[src/clk_cfg_pkg.sv]
// Constants for the clock generator mode configuration block
package clk_cfg_pkg;

    // ------------------------------------------------------------
    // Register map
    // ------------------------------------------------------------
    localparam logic [7:0] CTRL_ONE_ADDR = 8'h00;
    localparam logic [7:0] STATUS_ADDR = 8'h04;
    localparam logic [7:0] CTRL_ONE_RESET = 8'h00;
    localparam logic [1:0] RESP_OKAY = 2'h0;
    localparam logic [1:0] RESP_SLVERR = 2'h2;

    // ------------------------------------------------------------
    // Control register one fields
    // ------------------------------------------------------------
    localparam int GAIN_BIT = 7;
    localparam int RANGE_BIT = 6;
    localparam int REFSEL_BIT = 5;
    localparam int MODE_HI = 4;
    localparam int MODE_LO = 3;
    localparam int KEEP_BIT = 2;
    localparam int LOSS_OF_CLOCK_DISABLE_BIT = 1;

    // ------------------------------------------------------------
    // Status register fields
    // ------------------------------------------------------------
    localparam int ST_MODE_HI = 1;
    localparam int ST_MODE_LO = 0;
    localparam int ST_REF_SELECT_STATUS_BIT = 2;
    localparam int ST_BUSY_BIT = 3;
    localparam int ST_PIN_BIT = 4;
    localparam int ST_FIRST_BIT = 5;
    localparam int ST_OSC_BIT = 6;
    localparam int ST_ERVALID_BIT = 7;

    // ------------------------------------------------------------
    // Clock modes
    // ------------------------------------------------------------
    localparam logic [1:0] MODE_SELF_CLOCKED = 2'h0;
    localparam logic [1:0] MODE_FLL_ENG_INT = 2'h1;
    localparam logic [1:0] MODE_FLL_BYP_EXT = 2'h2;
    localparam logic [1:0] MODE_FLL_ENG_EXT = 2'h3;

    // ------------------------------------------------------------
    // Timing
    // ------------------------------------------------------------
    localparam int CLK_PERIOD_NS = 100;
    localparam int MODE_SYNC_NS = 400;
    localparam int MODE_SYNC_CYCLES_INT = (MODE_SYNC_NS + CLK_PERIOD_NS - 1) / CLK_PERIOD_NS;
    localparam logic [2:0] MODE_SYNC_CYCLES = 3'(MODE_SYNC_CYCLES_INT);

endpackage

[src/level_sync.sv]
// Two-stage synchroniser for a level from outside the clock domain
`timescale 1ns/1ns
module level_sync (
    input wire logic clk,
    input wire logic sys_rst,
    input wire logic clk_en,
    input wire logic async_in,
    output logic sync_out
);

    logic meta_reg;

    // ------------------------------------------------------------
    // Capture chain
    // ------------------------------------------------------------
    // First stage feeds only the second stage
    always_ff @(posedge clk) begin
        if (sys_rst) begin
            meta_reg <= 1'b0;
            sync_out <= 1'b0;
        end else if (clk_en) begin
            meta_reg <= async_in;
            sync_out <= meta_reg;
        end
    end

endmodule

[src/axil_regs_slave.sv]
// AXI4-Lite slave front end with one write and one read in flight
`timescale 1ns/1ns
module axil_regs_slave (
    input wire logic clk,
    input wire logic sys_rst,
    input wire logic [7:0] s_axi_awaddr,
    input wire logic s_axi_awvalid,
    output logic s_axi_awready,
    input wire logic [31:0] s_axi_wdata,
    input wire logic [3:0] s_axi_wstrb,
    input wire logic s_axi_wvalid,
    output logic s_axi_wready,
    output logic [1:0] s_axi_bresp,
    output logic s_axi_bvalid,
    input wire logic s_axi_bready,
    input wire logic [7:0] s_axi_araddr,
    input wire logic s_axi_arvalid,
    output logic s_axi_arready,
    output logic [31:0] s_axi_rdata,
    output logic [1:0] s_axi_rresp,
    output logic s_axi_rvalid,
    input wire logic s_axi_rready,
    input wire logic wr_ok,
    input wire logic [31:0] rd_data,
    input wire logic rd_ok,
    output logic wr_en,
    output logic [7:0] wr_addr,
    output logic [31:0] wr_data,
    output logic [3:0] wr_strb,
    output logic [7:0] rd_addr
);

    logic aw_hold_reg;
    logic w_hold_reg;

    // ------------------------------------------------------------
    // Write path
    // ------------------------------------------------------------
    // Commit once both halves are held and no answer is pending
    assign wr_en = aw_hold_reg && w_hold_reg && !s_axi_bvalid;
    assign rd_addr = s_axi_araddr;

    // Address and data are taken in either order
    always_ff @(posedge clk) begin
        if (sys_rst) begin
            s_axi_awready <= 1'b0;
            s_axi_wready <= 1'b0;
            aw_hold_reg <= 1'b0;
            w_hold_reg <= 1'b0;
            wr_addr <= 8'h00;
            wr_data <= 32'h00000000;
            wr_strb <= 4'h0;
        end else begin
            if (s_axi_awvalid && s_axi_awready) begin
                s_axi_awready <= 1'b0;
                aw_hold_reg <= 1'b1;
                wr_addr <= s_axi_awaddr;
            end else if (wr_en) begin
                aw_hold_reg <= 1'b0;
            end else if (!aw_hold_reg && !s_axi_bvalid) begin
                s_axi_awready <= 1'b1;
            end
            if (s_axi_wvalid && s_axi_wready) begin
                s_axi_wready <= 1'b0;
                w_hold_reg <= 1'b1;
                wr_data <= s_axi_wdata;
                wr_strb <= s_axi_wstrb;
            end else if (wr_en) begin
                w_hold_reg <= 1'b0;
            end else if (!w_hold_reg && !s_axi_bvalid) begin
                s_axi_wready <= 1'b1;
            end
        end
    end

    // Write answer follows the commit by one edge
    always_ff @(posedge clk) begin
        if (sys_rst) begin
            s_axi_bvalid <= 1'b0;
            s_axi_bresp <= clk_cfg_pkg::RESP_OKAY;
        end else if (wr_en) begin
            s_axi_bvalid <= 1'b1;
            s_axi_bresp <= wr_ok ? clk_cfg_pkg::RESP_OKAY : clk_cfg_pkg::RESP_SLVERR;
        end else if (s_axi_bready) begin
            s_axi_bvalid <= 1'b0;
        end
    end

    // ------------------------------------------------------------
    // Read path
    // ------------------------------------------------------------
    // Data captured at the address handshake
    always_ff @(posedge clk) begin
        if (sys_rst) begin
            s_axi_arready <= 1'b0;
            s_axi_rvalid <= 1'b0;
            s_axi_rdata <= 32'h00000000;
            s_axi_rresp <= clk_cfg_pkg::RESP_OKAY;
        end else if (s_axi_arvalid && s_axi_arready) begin
            s_axi_arready <= 1'b0;
            s_axi_rvalid <= 1'b1;
            s_axi_rdata <= rd_data;
            s_axi_rresp <= rd_ok ? clk_cfg_pkg::RESP_OKAY : clk_cfg_pkg::RESP_SLVERR;
        end else if (s_axi_rvalid) begin
            if (s_axi_rready) begin
                s_axi_rvalid <= 1'b0;
            end
        end else begin
            s_axi_arready <= 1'b1;
        end
    end

endmodule

[src/clock_gen_mode_config.sv]
// Clock generator mode configuration: control register one and pin use
//
// Notes on behaviour
// - External modes on first write reserve input pin
// - Internal modes on first write leave pins unused
// - External modes use output pin as oscillator drive
// - Gain bit: zero low power, one high gain
// - Gain, range, reference select write once only
// - Range bit: zero prescale 64, one prescale 1
// - Range bit matters only in external modes
// - Reference select: zero clock, one crystal
// - Mode field selects one of four modes
// - Bypassed external waits for valid external reference
// - Off mode leaves mode field unchanged
// - Mode write ignored while previous one pending
// - First internal mode blocks later external modes
// - Keep bit one runs oscillator in off mode
// - Keep bit zero stops oscillator, with exception
// - Keep bit ignored when gain and range set
// - Loss of clock bit one disables detection
// - Reference status: zero clock, one crystal
// - Reset enters self clocked mode
//
// Local design decisions: the placing of the registers and the AXI4-Lite interface to the registers.
`timescale 1ns/1ns
module clock_gen_mode_config (
    input wire logic clk,
    input wire logic sys_rst,
    input wire logic clk_en,
    input wire logic [7:0] s_axi_awaddr,
    input wire logic s_axi_awvalid,
    output logic s_axi_awready,
    input wire logic [31:0] s_axi_wdata,
    input wire logic [3:0] s_axi_wstrb,
    input wire logic s_axi_wvalid,
    output logic s_axi_wready,
    output logic [1:0] s_axi_bresp,
    output logic s_axi_bvalid,
    input wire logic s_axi_bready,
    input wire logic [7:0] s_axi_araddr,
    input wire logic s_axi_arvalid,
    output logic s_axi_arready,
    output logic [31:0] s_axi_rdata,
    output logic [1:0] s_axi_rresp,
    output logic s_axi_rvalid,
    input wire logic s_axi_rready,
    input wire logic ext_ref_clock_valid,
    input wire logic off_mode,
    input wire logic off_osc_enable,
    output logic high_gain_osc_select,
    output logic freq_range_high,
    output logic prescale_is_64,
    output logic [1:0] clock_mode_status,
    output logic ref_select_status,
    output logic ext_clock_in_pin_used,
    output logic ext_clock_in_is_osc,
    output logic osc_out_pin_drive,
    output logic osc_enable,
    output logic loss_of_clock_detect_en,
    output logic mode_switch_busy
);

    // ------------------------------------------------------------
    // Declarations
    // ------------------------------------------------------------
    logic gain_reg;
    logic range_reg;
    logic refsel_reg;
    logic [1:0] mode_req_reg;
    logic keep_reg;
    logic loss_of_clock_disable_reg;
    logic first_done_reg;
    logic ext_blocked_reg;
    logic pin_reserved_reg;
    logic [1:0] mode_pend_reg;
    logic [2:0] mode_cnt_reg;
    logic ext_valid_sync;
    logic bus_wr_en;
    logic [7:0] bus_wr_addr;
    logic [31:0] bus_wr_data;
    logic [3:0] bus_wr_strb;
    logic [7:0] bus_rd_addr;
    logic [31:0] bus_rd_data;
    logic bus_rd_ok;
    logic bus_wr_ok;
    logic ctrl_wr;
    logic [1:0] wr_mode;
    logic mode_accept;
    logic osc_enable_next;

    // ------------------------------------------------------------
    // Helpers
    // ------------------------------------------------------------
    // True for a known register address, used by both bus paths
    function automatic logic addr_mapped(input logic [7:0] addr);
        return (addr == clk_cfg_pkg::CTRL_ONE_ADDR) || (addr == clk_cfg_pkg::STATUS_ADDR);
    endfunction

    // ------------------------------------------------------------
    // Bus front end and input synchroniser
    // ------------------------------------------------------------
    axil_regs_slave u_bus (
        .clk(clk),
        .sys_rst(sys_rst),
        .s_axi_awaddr(s_axi_awaddr),
        .s_axi_awvalid(s_axi_awvalid),
        .s_axi_awready(s_axi_awready),
        .s_axi_wdata(s_axi_wdata),
        .s_axi_wstrb(s_axi_wstrb),
        .s_axi_wvalid(s_axi_wvalid),
        .s_axi_wready(s_axi_wready),
        .s_axi_bresp(s_axi_bresp),
        .s_axi_bvalid(s_axi_bvalid),
        .s_axi_bready(s_axi_bready),
        .s_axi_araddr(s_axi_araddr),
        .s_axi_arvalid(s_axi_arvalid),
        .s_axi_arready(s_axi_arready),
        .s_axi_rdata(s_axi_rdata),
        .s_axi_rresp(s_axi_rresp),
        .s_axi_rvalid(s_axi_rvalid),
        .s_axi_rready(s_axi_rready),
        .wr_ok(bus_wr_ok),
        .rd_data(bus_rd_data),
        .rd_ok(bus_rd_ok),
        .wr_en(bus_wr_en),
        .wr_addr(bus_wr_addr),
        .wr_data(bus_wr_data),
        .wr_strb(bus_wr_strb),
        .rd_addr(bus_rd_addr)
    );

    // Reference monitor runs off the external clock
    level_sync u_ervalid_sync (
        .clk(clk),
        .sys_rst(sys_rst),
        .clk_en(clk_en),
        .async_in(ext_ref_clock_valid),
        .sync_out(ext_valid_sync)
    );

    // ------------------------------------------------------------
    // Write decode
    // ------------------------------------------------------------
    // Status register is read only; writes to it answer OKAY and do nothing
    assign bus_wr_ok = addr_mapped(bus_wr_addr);
    // Frozen block takes no writes; the bus still answers
    assign ctrl_wr = bus_wr_en && clk_en && bus_wr_strb[0]
        && (bus_wr_addr == clk_cfg_pkg::CTRL_ONE_ADDR);
    assign wr_mode = bus_wr_data[clk_cfg_pkg::MODE_HI:clk_cfg_pkg::MODE_LO];
    // Mode write refused while busy or asking for a pin never reserved
    assign mode_accept = ctrl_wr && !mode_switch_busy
        && !(ext_blocked_reg && wr_mode[1]);

    // Write-once oscillator fields and pin reservation
    always_ff @(posedge clk) begin
        if (sys_rst) begin
            gain_reg <= 1'b0;
            range_reg <= 1'b0;
            refsel_reg <= 1'b0;
            first_done_reg <= 1'b0;
            ext_blocked_reg <= 1'b0;
            pin_reserved_reg <= 1'b0;
        end else if (ctrl_wr && !first_done_reg) begin
            gain_reg <= bus_wr_data[clk_cfg_pkg::GAIN_BIT];
            range_reg <= bus_wr_data[clk_cfg_pkg::RANGE_BIT];
            refsel_reg <= bus_wr_data[clk_cfg_pkg::REFSEL_BIT];
            first_done_reg <= 1'b1;
            ext_blocked_reg <= !wr_mode[1];
            pin_reserved_reg <= wr_mode[1];
        end
    end

    // Freely writable bits; bit zero has no storage
    always_ff @(posedge clk) begin
        if (sys_rst) begin
            keep_reg <= 1'b0;
            loss_of_clock_disable_reg <= 1'b0;
        end else if (ctrl_wr) begin
            keep_reg <= bus_wr_data[clk_cfg_pkg::KEEP_BIT];
            loss_of_clock_disable_reg <= bus_wr_data[clk_cfg_pkg::LOSS_OF_CLOCK_DISABLE_BIT];
        end
    end

    // ------------------------------------------------------------
    // Mode switching
    // ------------------------------------------------------------
    // Request settles for a fixed time, then bypass waits for the reference.
    // Off mode never touches the requested field.
    always_ff @(posedge clk) begin
        if (sys_rst) begin
            mode_req_reg <= clk_cfg_pkg::MODE_SELF_CLOCKED;
            mode_pend_reg <= clk_cfg_pkg::MODE_SELF_CLOCKED;
            clock_mode_status <= clk_cfg_pkg::MODE_SELF_CLOCKED;
            mode_cnt_reg <= 3'h0;
            mode_switch_busy <= 1'b0;
        end else if (clk_en) begin
            if (mode_accept) begin
                mode_req_reg <= wr_mode;
                mode_pend_reg <= wr_mode;
                mode_cnt_reg <= clk_cfg_pkg::MODE_SYNC_CYCLES - 3'h1;
                mode_switch_busy <= 1'b1;
            end else if (mode_switch_busy) begin
                if (mode_cnt_reg != 3'h0) begin
                    mode_cnt_reg <= mode_cnt_reg - 3'h1;
                end else if (mode_pend_reg != clk_cfg_pkg::MODE_FLL_BYP_EXT
                        || ext_valid_sync) begin
                    clock_mode_status <= mode_pend_reg;
                    mode_switch_busy <= 1'b0;
                end
            end
        end
    end

    // ------------------------------------------------------------
    // Oscillator enable
    // ------------------------------------------------------------
    // With high gain and high range the keep bit drops out of the choice
    always_comb begin
        if (!off_mode) begin
            osc_enable_next = pin_reserved_reg && refsel_reg;
        end else if (keep_reg && !(gain_reg && range_reg)) begin
            osc_enable_next = mode_req_reg[1] && ref_select_status;
        end else begin
            osc_enable_next = off_osc_enable && ref_select_status
                && (mode_req_reg == clk_cfg_pkg::MODE_FLL_BYP_EXT);
        end
    end

    // ------------------------------------------------------------
    // Registered outputs
    // ------------------------------------------------------------
    // Range only reaches the loop in external modes
    always_ff @(posedge clk) begin
        if (sys_rst) begin
            high_gain_osc_select <= 1'b0;
            freq_range_high <= 1'b0;
            prescale_is_64 <= 1'b0;
            ref_select_status <= 1'b0;
            ext_clock_in_pin_used <= 1'b0;
            ext_clock_in_is_osc <= 1'b0;
            osc_out_pin_drive <= 1'b0;
            osc_enable <= 1'b0;
            loss_of_clock_detect_en <= 1'b1;
        end else if (clk_en) begin
            high_gain_osc_select <= gain_reg;
            freq_range_high <= range_reg && clock_mode_status[1];
            prescale_is_64 <= !range_reg && clock_mode_status[1];
            ref_select_status <= refsel_reg;
            ext_clock_in_pin_used <= pin_reserved_reg;
            ext_clock_in_is_osc <= pin_reserved_reg && refsel_reg;
            osc_out_pin_drive <= pin_reserved_reg;
            osc_enable <= osc_enable_next;
            loss_of_clock_detect_en <= !loss_of_clock_disable_reg;
        end
    end

    // ------------------------------------------------------------
    // Read mux
    // ------------------------------------------------------------
    assign bus_rd_ok = addr_mapped(bus_rd_addr);

    // Bit zero of control register one and the upper bytes read as zero
    always_comb begin
        bus_rd_data = 32'h00000000;
        if (bus_rd_addr == clk_cfg_pkg::CTRL_ONE_ADDR) begin
            bus_rd_data[clk_cfg_pkg::GAIN_BIT] = gain_reg;
            bus_rd_data[clk_cfg_pkg::RANGE_BIT] = range_reg;
            bus_rd_data[clk_cfg_pkg::REFSEL_BIT] = refsel_reg;
            bus_rd_data[clk_cfg_pkg::MODE_HI:clk_cfg_pkg::MODE_LO] = mode_req_reg;
            bus_rd_data[clk_cfg_pkg::KEEP_BIT] = keep_reg;
            bus_rd_data[clk_cfg_pkg::LOSS_OF_CLOCK_DISABLE_BIT] = loss_of_clock_disable_reg;
        end else if (bus_rd_addr == clk_cfg_pkg::STATUS_ADDR) begin
            bus_rd_data[clk_cfg_pkg::ST_MODE_HI:clk_cfg_pkg::ST_MODE_LO] = clock_mode_status;
            bus_rd_data[clk_cfg_pkg::ST_REF_SELECT_STATUS_BIT] = ref_select_status;
            bus_rd_data[clk_cfg_pkg::ST_BUSY_BIT] = mode_switch_busy;
            bus_rd_data[clk_cfg_pkg::ST_PIN_BIT] = pin_reserved_reg;
            bus_rd_data[clk_cfg_pkg::ST_FIRST_BIT] = first_done_reg;
            bus_rd_data[clk_cfg_pkg::ST_OSC_BIT] = osc_enable;
            bus_rd_data[clk_cfg_pkg::ST_ERVALID_BIT] = ext_valid_sync;
        end
    end
endmodule

[config.mk]
export PLATFORM = sky130hd
export DESIGN_NAME = clock_gen_mode_config
export DESIGN_NICKNAME = d
export VERILOG_FILES = /design/src/clk_cfg_pkg.sv /design/src/level_sync.sv /design/src/axil_regs_slave.sv /design/src/clock_gen_mode_config.sv
export SDC_FILE = /design/constraint.sdc
export NUM_CORES = 1
export LEC_CHECK = 0
export ABC_AREA = 1
export BUFFER_PORTS_ARGS = -buffer_cell sky130_fd_sc_hd__buf_2
export CAP_MARGIN = 10
export CORE_UTILIZATION = 35
export CTS_BUF_LIST = sky130_fd_sc_hd__clkbuf_4
export DETAILED_ROUTE_END_ITERATION = 12
export GPL_TIMING_DRIVEN = 0
export PLACE_DENSITY = 0.64
export SLEW_MARGIN = 20
export SYNTH_ARGS = -nofsm -noshare
export SYNTH_HDL_FRONTEND = slang
export SYNTH_SLANG_ARGS = --single-unit
[constraint.sdc]
create_clock -name clk -period 2.8 [get_ports clk]
set_input_delay 0.42 -clock clk [delete_from_list [all_inputs] [get_ports clk]]
set_output_delay 0.42 -clock clk [all_outputs]
set_load 0.005 [all_outputs]
==> metrics.md <==
| Metric | Value |
|---|---|
| Dpl cells | 533 |
| Routability congestion estimate | 0.852 |
| Static leakage | 1.64 nW |
| IO Port Bufs | 61 |
| Pre-antenna DRT Iters | 4 |
| Slew Viols, Final | 0 |
| Post-Route WL | 5620 um |
| Worst Path Arrival | 0.98 ns |
| CP Launch Type | register |
| Worst-Margin Slew | 0.569 ns |
| Post-synth EDFFs | 0 |
| Layout Cells excl Fill | 549 |
| CP bufs+invs | 1 |
| Ranking of synthesized cells by area | dfxtp_1, nand2_1, nor2_1, buf_4, o21ai_0 |
| Warnings, synthesis | 0 |
| Worst setup path class | reg2out |
| Worst reg-to-reg setup slack | 1.58 ns |
| Die area | 7720 um2 |
| Critical Path, Cell by Cell | buf_2 |
| Critical Path End | mode_switch_busy |
| Clk_lat worst skew | 0.39 ns |
| Final Util | 0.462 |
| Ant. Diodes | 0 |
| Worst setup startpoint | mode_switch_busy |
| First-pass GRT wire length | 9160 um |
| Most frequent cells after synthesis | nand2_1, nor2_1, dfxtp_1, o21ai_0, buf_4 |
| Sequential area share after synthesis | 0.458 |
| Die H | 87.9 um |
| Max IR drop VDD | 0.359 mV |
| Gate count of the mapped netlist | 351 |
| Final period util | 0.500 |
| Unique cell type count in the Yosys netlist | 27 |
| Boundary Pins | 116 |
| DR WL/cell | 10.2 um |
| Final hold viol count | 0 |
| FMAX | 715 MHz |
| Final Critical Period | 1.40 ns |
| Critical path capture point type | output pin |
| Worst EP required | 2.38 ns |
| Top_reg_cell synth | dfxtp_1 |
| Grt total ovfl | 0 |
| # setup viols final | 0 |
| Placed wire-length estimate | 4270 um |
| Worst r2r dst | clock_mode_status[0] |
| Initial cell density of the core | 0.372 |
| Initial antenna violation count | 0 |
| Hold_buf cts | 0 |
| Nets | 513 |
| CP top delay family | flip-flops |
| RSZ-0062 raised after global routing | no |
| Via Count | 2,357 |
| Slowest cell delay on critical path | 0.44 ns |
| RR Startpoint | mode_cnt_reg[0] |
| Count leader, synth | nand2_1 |
| Hold WS | 0.227 ns |
| Ys async rst share | 0 |
| Post-synthesis cell area | 2580 um2 |
| Rows | 30 |
| Synth area leader | dfxtp_1 |
| CTS buffer count | 9 |
| Root Buffer | clkbuf_4 |
| Core Region | 6940 um2 |
| Synth top area share | 0.458 |
| Syn_area_per_cell | 7.35 um2 |
| CP max FO | 5 |
| H-tree levels | 3 |
| Detailed Route Iter0 Violations | 70 |
| Gr usage total | 0.156 |
| CP Depth | 1 |
| Vias in the first global route | 2,043 |
| Status | finished, final reports clean |
| Hold depth | 2 |
| ANT nets after route | 0 |
| Setup Buffers After CTS | 0 |
| Pwr dens | 488 nW/um2 |
| DRC | 0 |
| Slew HR | 0.620 |
| Biggest regs | u_bus.s_axi_rdata: 8 flops, u_bus.wr_addr: 8 flops, u_bus.wr_data: 7 flops |
| Syn-to-layout area delta | 24.3% |
| CTS Sinks | 59 |
| Maxcap violations | 0 |
| Vias per cell | 4.29 |
| Type of the worst min-delay path | in2reg |
| Seq cells post-synth | 59 |
| Die width | 87.9 um |
| Post-CTS sizing | 0 |
| Largest net degree at the start of global routing | 11 |
| CTS tree | done |
| Worst Reg-to-Reg Cells | 7 |
| CP max stage cell | dfxtp_1 |
| Fin Setup TNS | 0 ns |
| Clock Path Buffers | 2 |
| Fraction of layout cells with a size suffix above 1 | 0.258 |
| Clock skew | 0.0109 ns |
| Clk slew on worst S/H paths | 0.09 ns |
cells in the final DEF (no fill, tap or decap), drive strengths merged:
master,synthesis,routed
buf,31,92
nand2,73,73
nor2,69,69
dfxtp,59,59
o21ai,34,34
inv,27,27
conb,1,26
a21oi,23,23
nand3,17,17
clkbuf,3,15
clkinv,2,6
nand4,3,3
o21bai,2,2
ha,2,2
and3,1,1
a22o,1,1
xnor2,1,1
or2,1,1
a211oi,1,1
stage by stage:
| stage | setup WS [ns] | total power [mW] | area [um2] |
|---|---|---|---|
| floorplan | 1.63 | 1.03 | 2680 |
| global placement | 1.30 | 1.09 | 3100 |
| detailed placement | 1.29 | 1.09 | 3100 |
| CTS | 1.37 | 1.58 | 3210 |
| global route | 1.33 | 1.65 | 3210 |
| finish | 1.40 | 1.57 | 3210 |
power breakdown:
part | internal [mW] | switching (mW)
Combinational | 0.0804 | 0.100
Clock | 0.205 | 0.290
Sequential | 0.871 | 0.0193
kinds of logic after synthesis:
group                      after synthesis  share of synthesized area
and+or+nand+nor                        164                      0.273
buffers and inverters                   63                      0.132
AOI/OAI and AO/OA                       61                      0.123
DFF                                     59                      0.458
adders and majority gates                2                    0.00969
xor gates and xnor gates                 1                    0.00339
other                                    1                    0.00145
routing by layer:
metal / global-route usage / wire length (um) / vias to the layer above
li1: - / - / 1264
met5: 0 / 0 / -
met3: 0.0556 / 382 / 2
met1: 0.190 / 2660 / 1015
met4: 0.0447 / 19 / 0
met2: 0.261 / 2560 / 76
area by class of cell:
type	count	area, um2
buffer	34	233
tap	96	120
fill	739	3740
clock buffer	12	90.1
multi-input combinational	254	1150
timing repair buffer	61	305
sequential	59	1180
clock inverter	4	17.5
inverter	29	109
how the worst min path moves through the flow:
stage	slack, ns	from	end
final	0.23	s_axi_rready	u_bus.s_axi_rvalid
after floorplan	0.42	ext_blocked_reg	ext_blocked_reg
after global placement	0.43	ext_blocked_reg	ext_blocked_reg
after CTS	0.21	s_axi_rready	u_bus.s_axi_rvalid
after global routing	0.18	s_axi_rready	u_bus.s_axi_rvalid
after detailed placement	0.43	u_bus.s_axi_rdata[6]	u_bus.s_axi_rdata[6]
(Power assumes the default switching activity.)
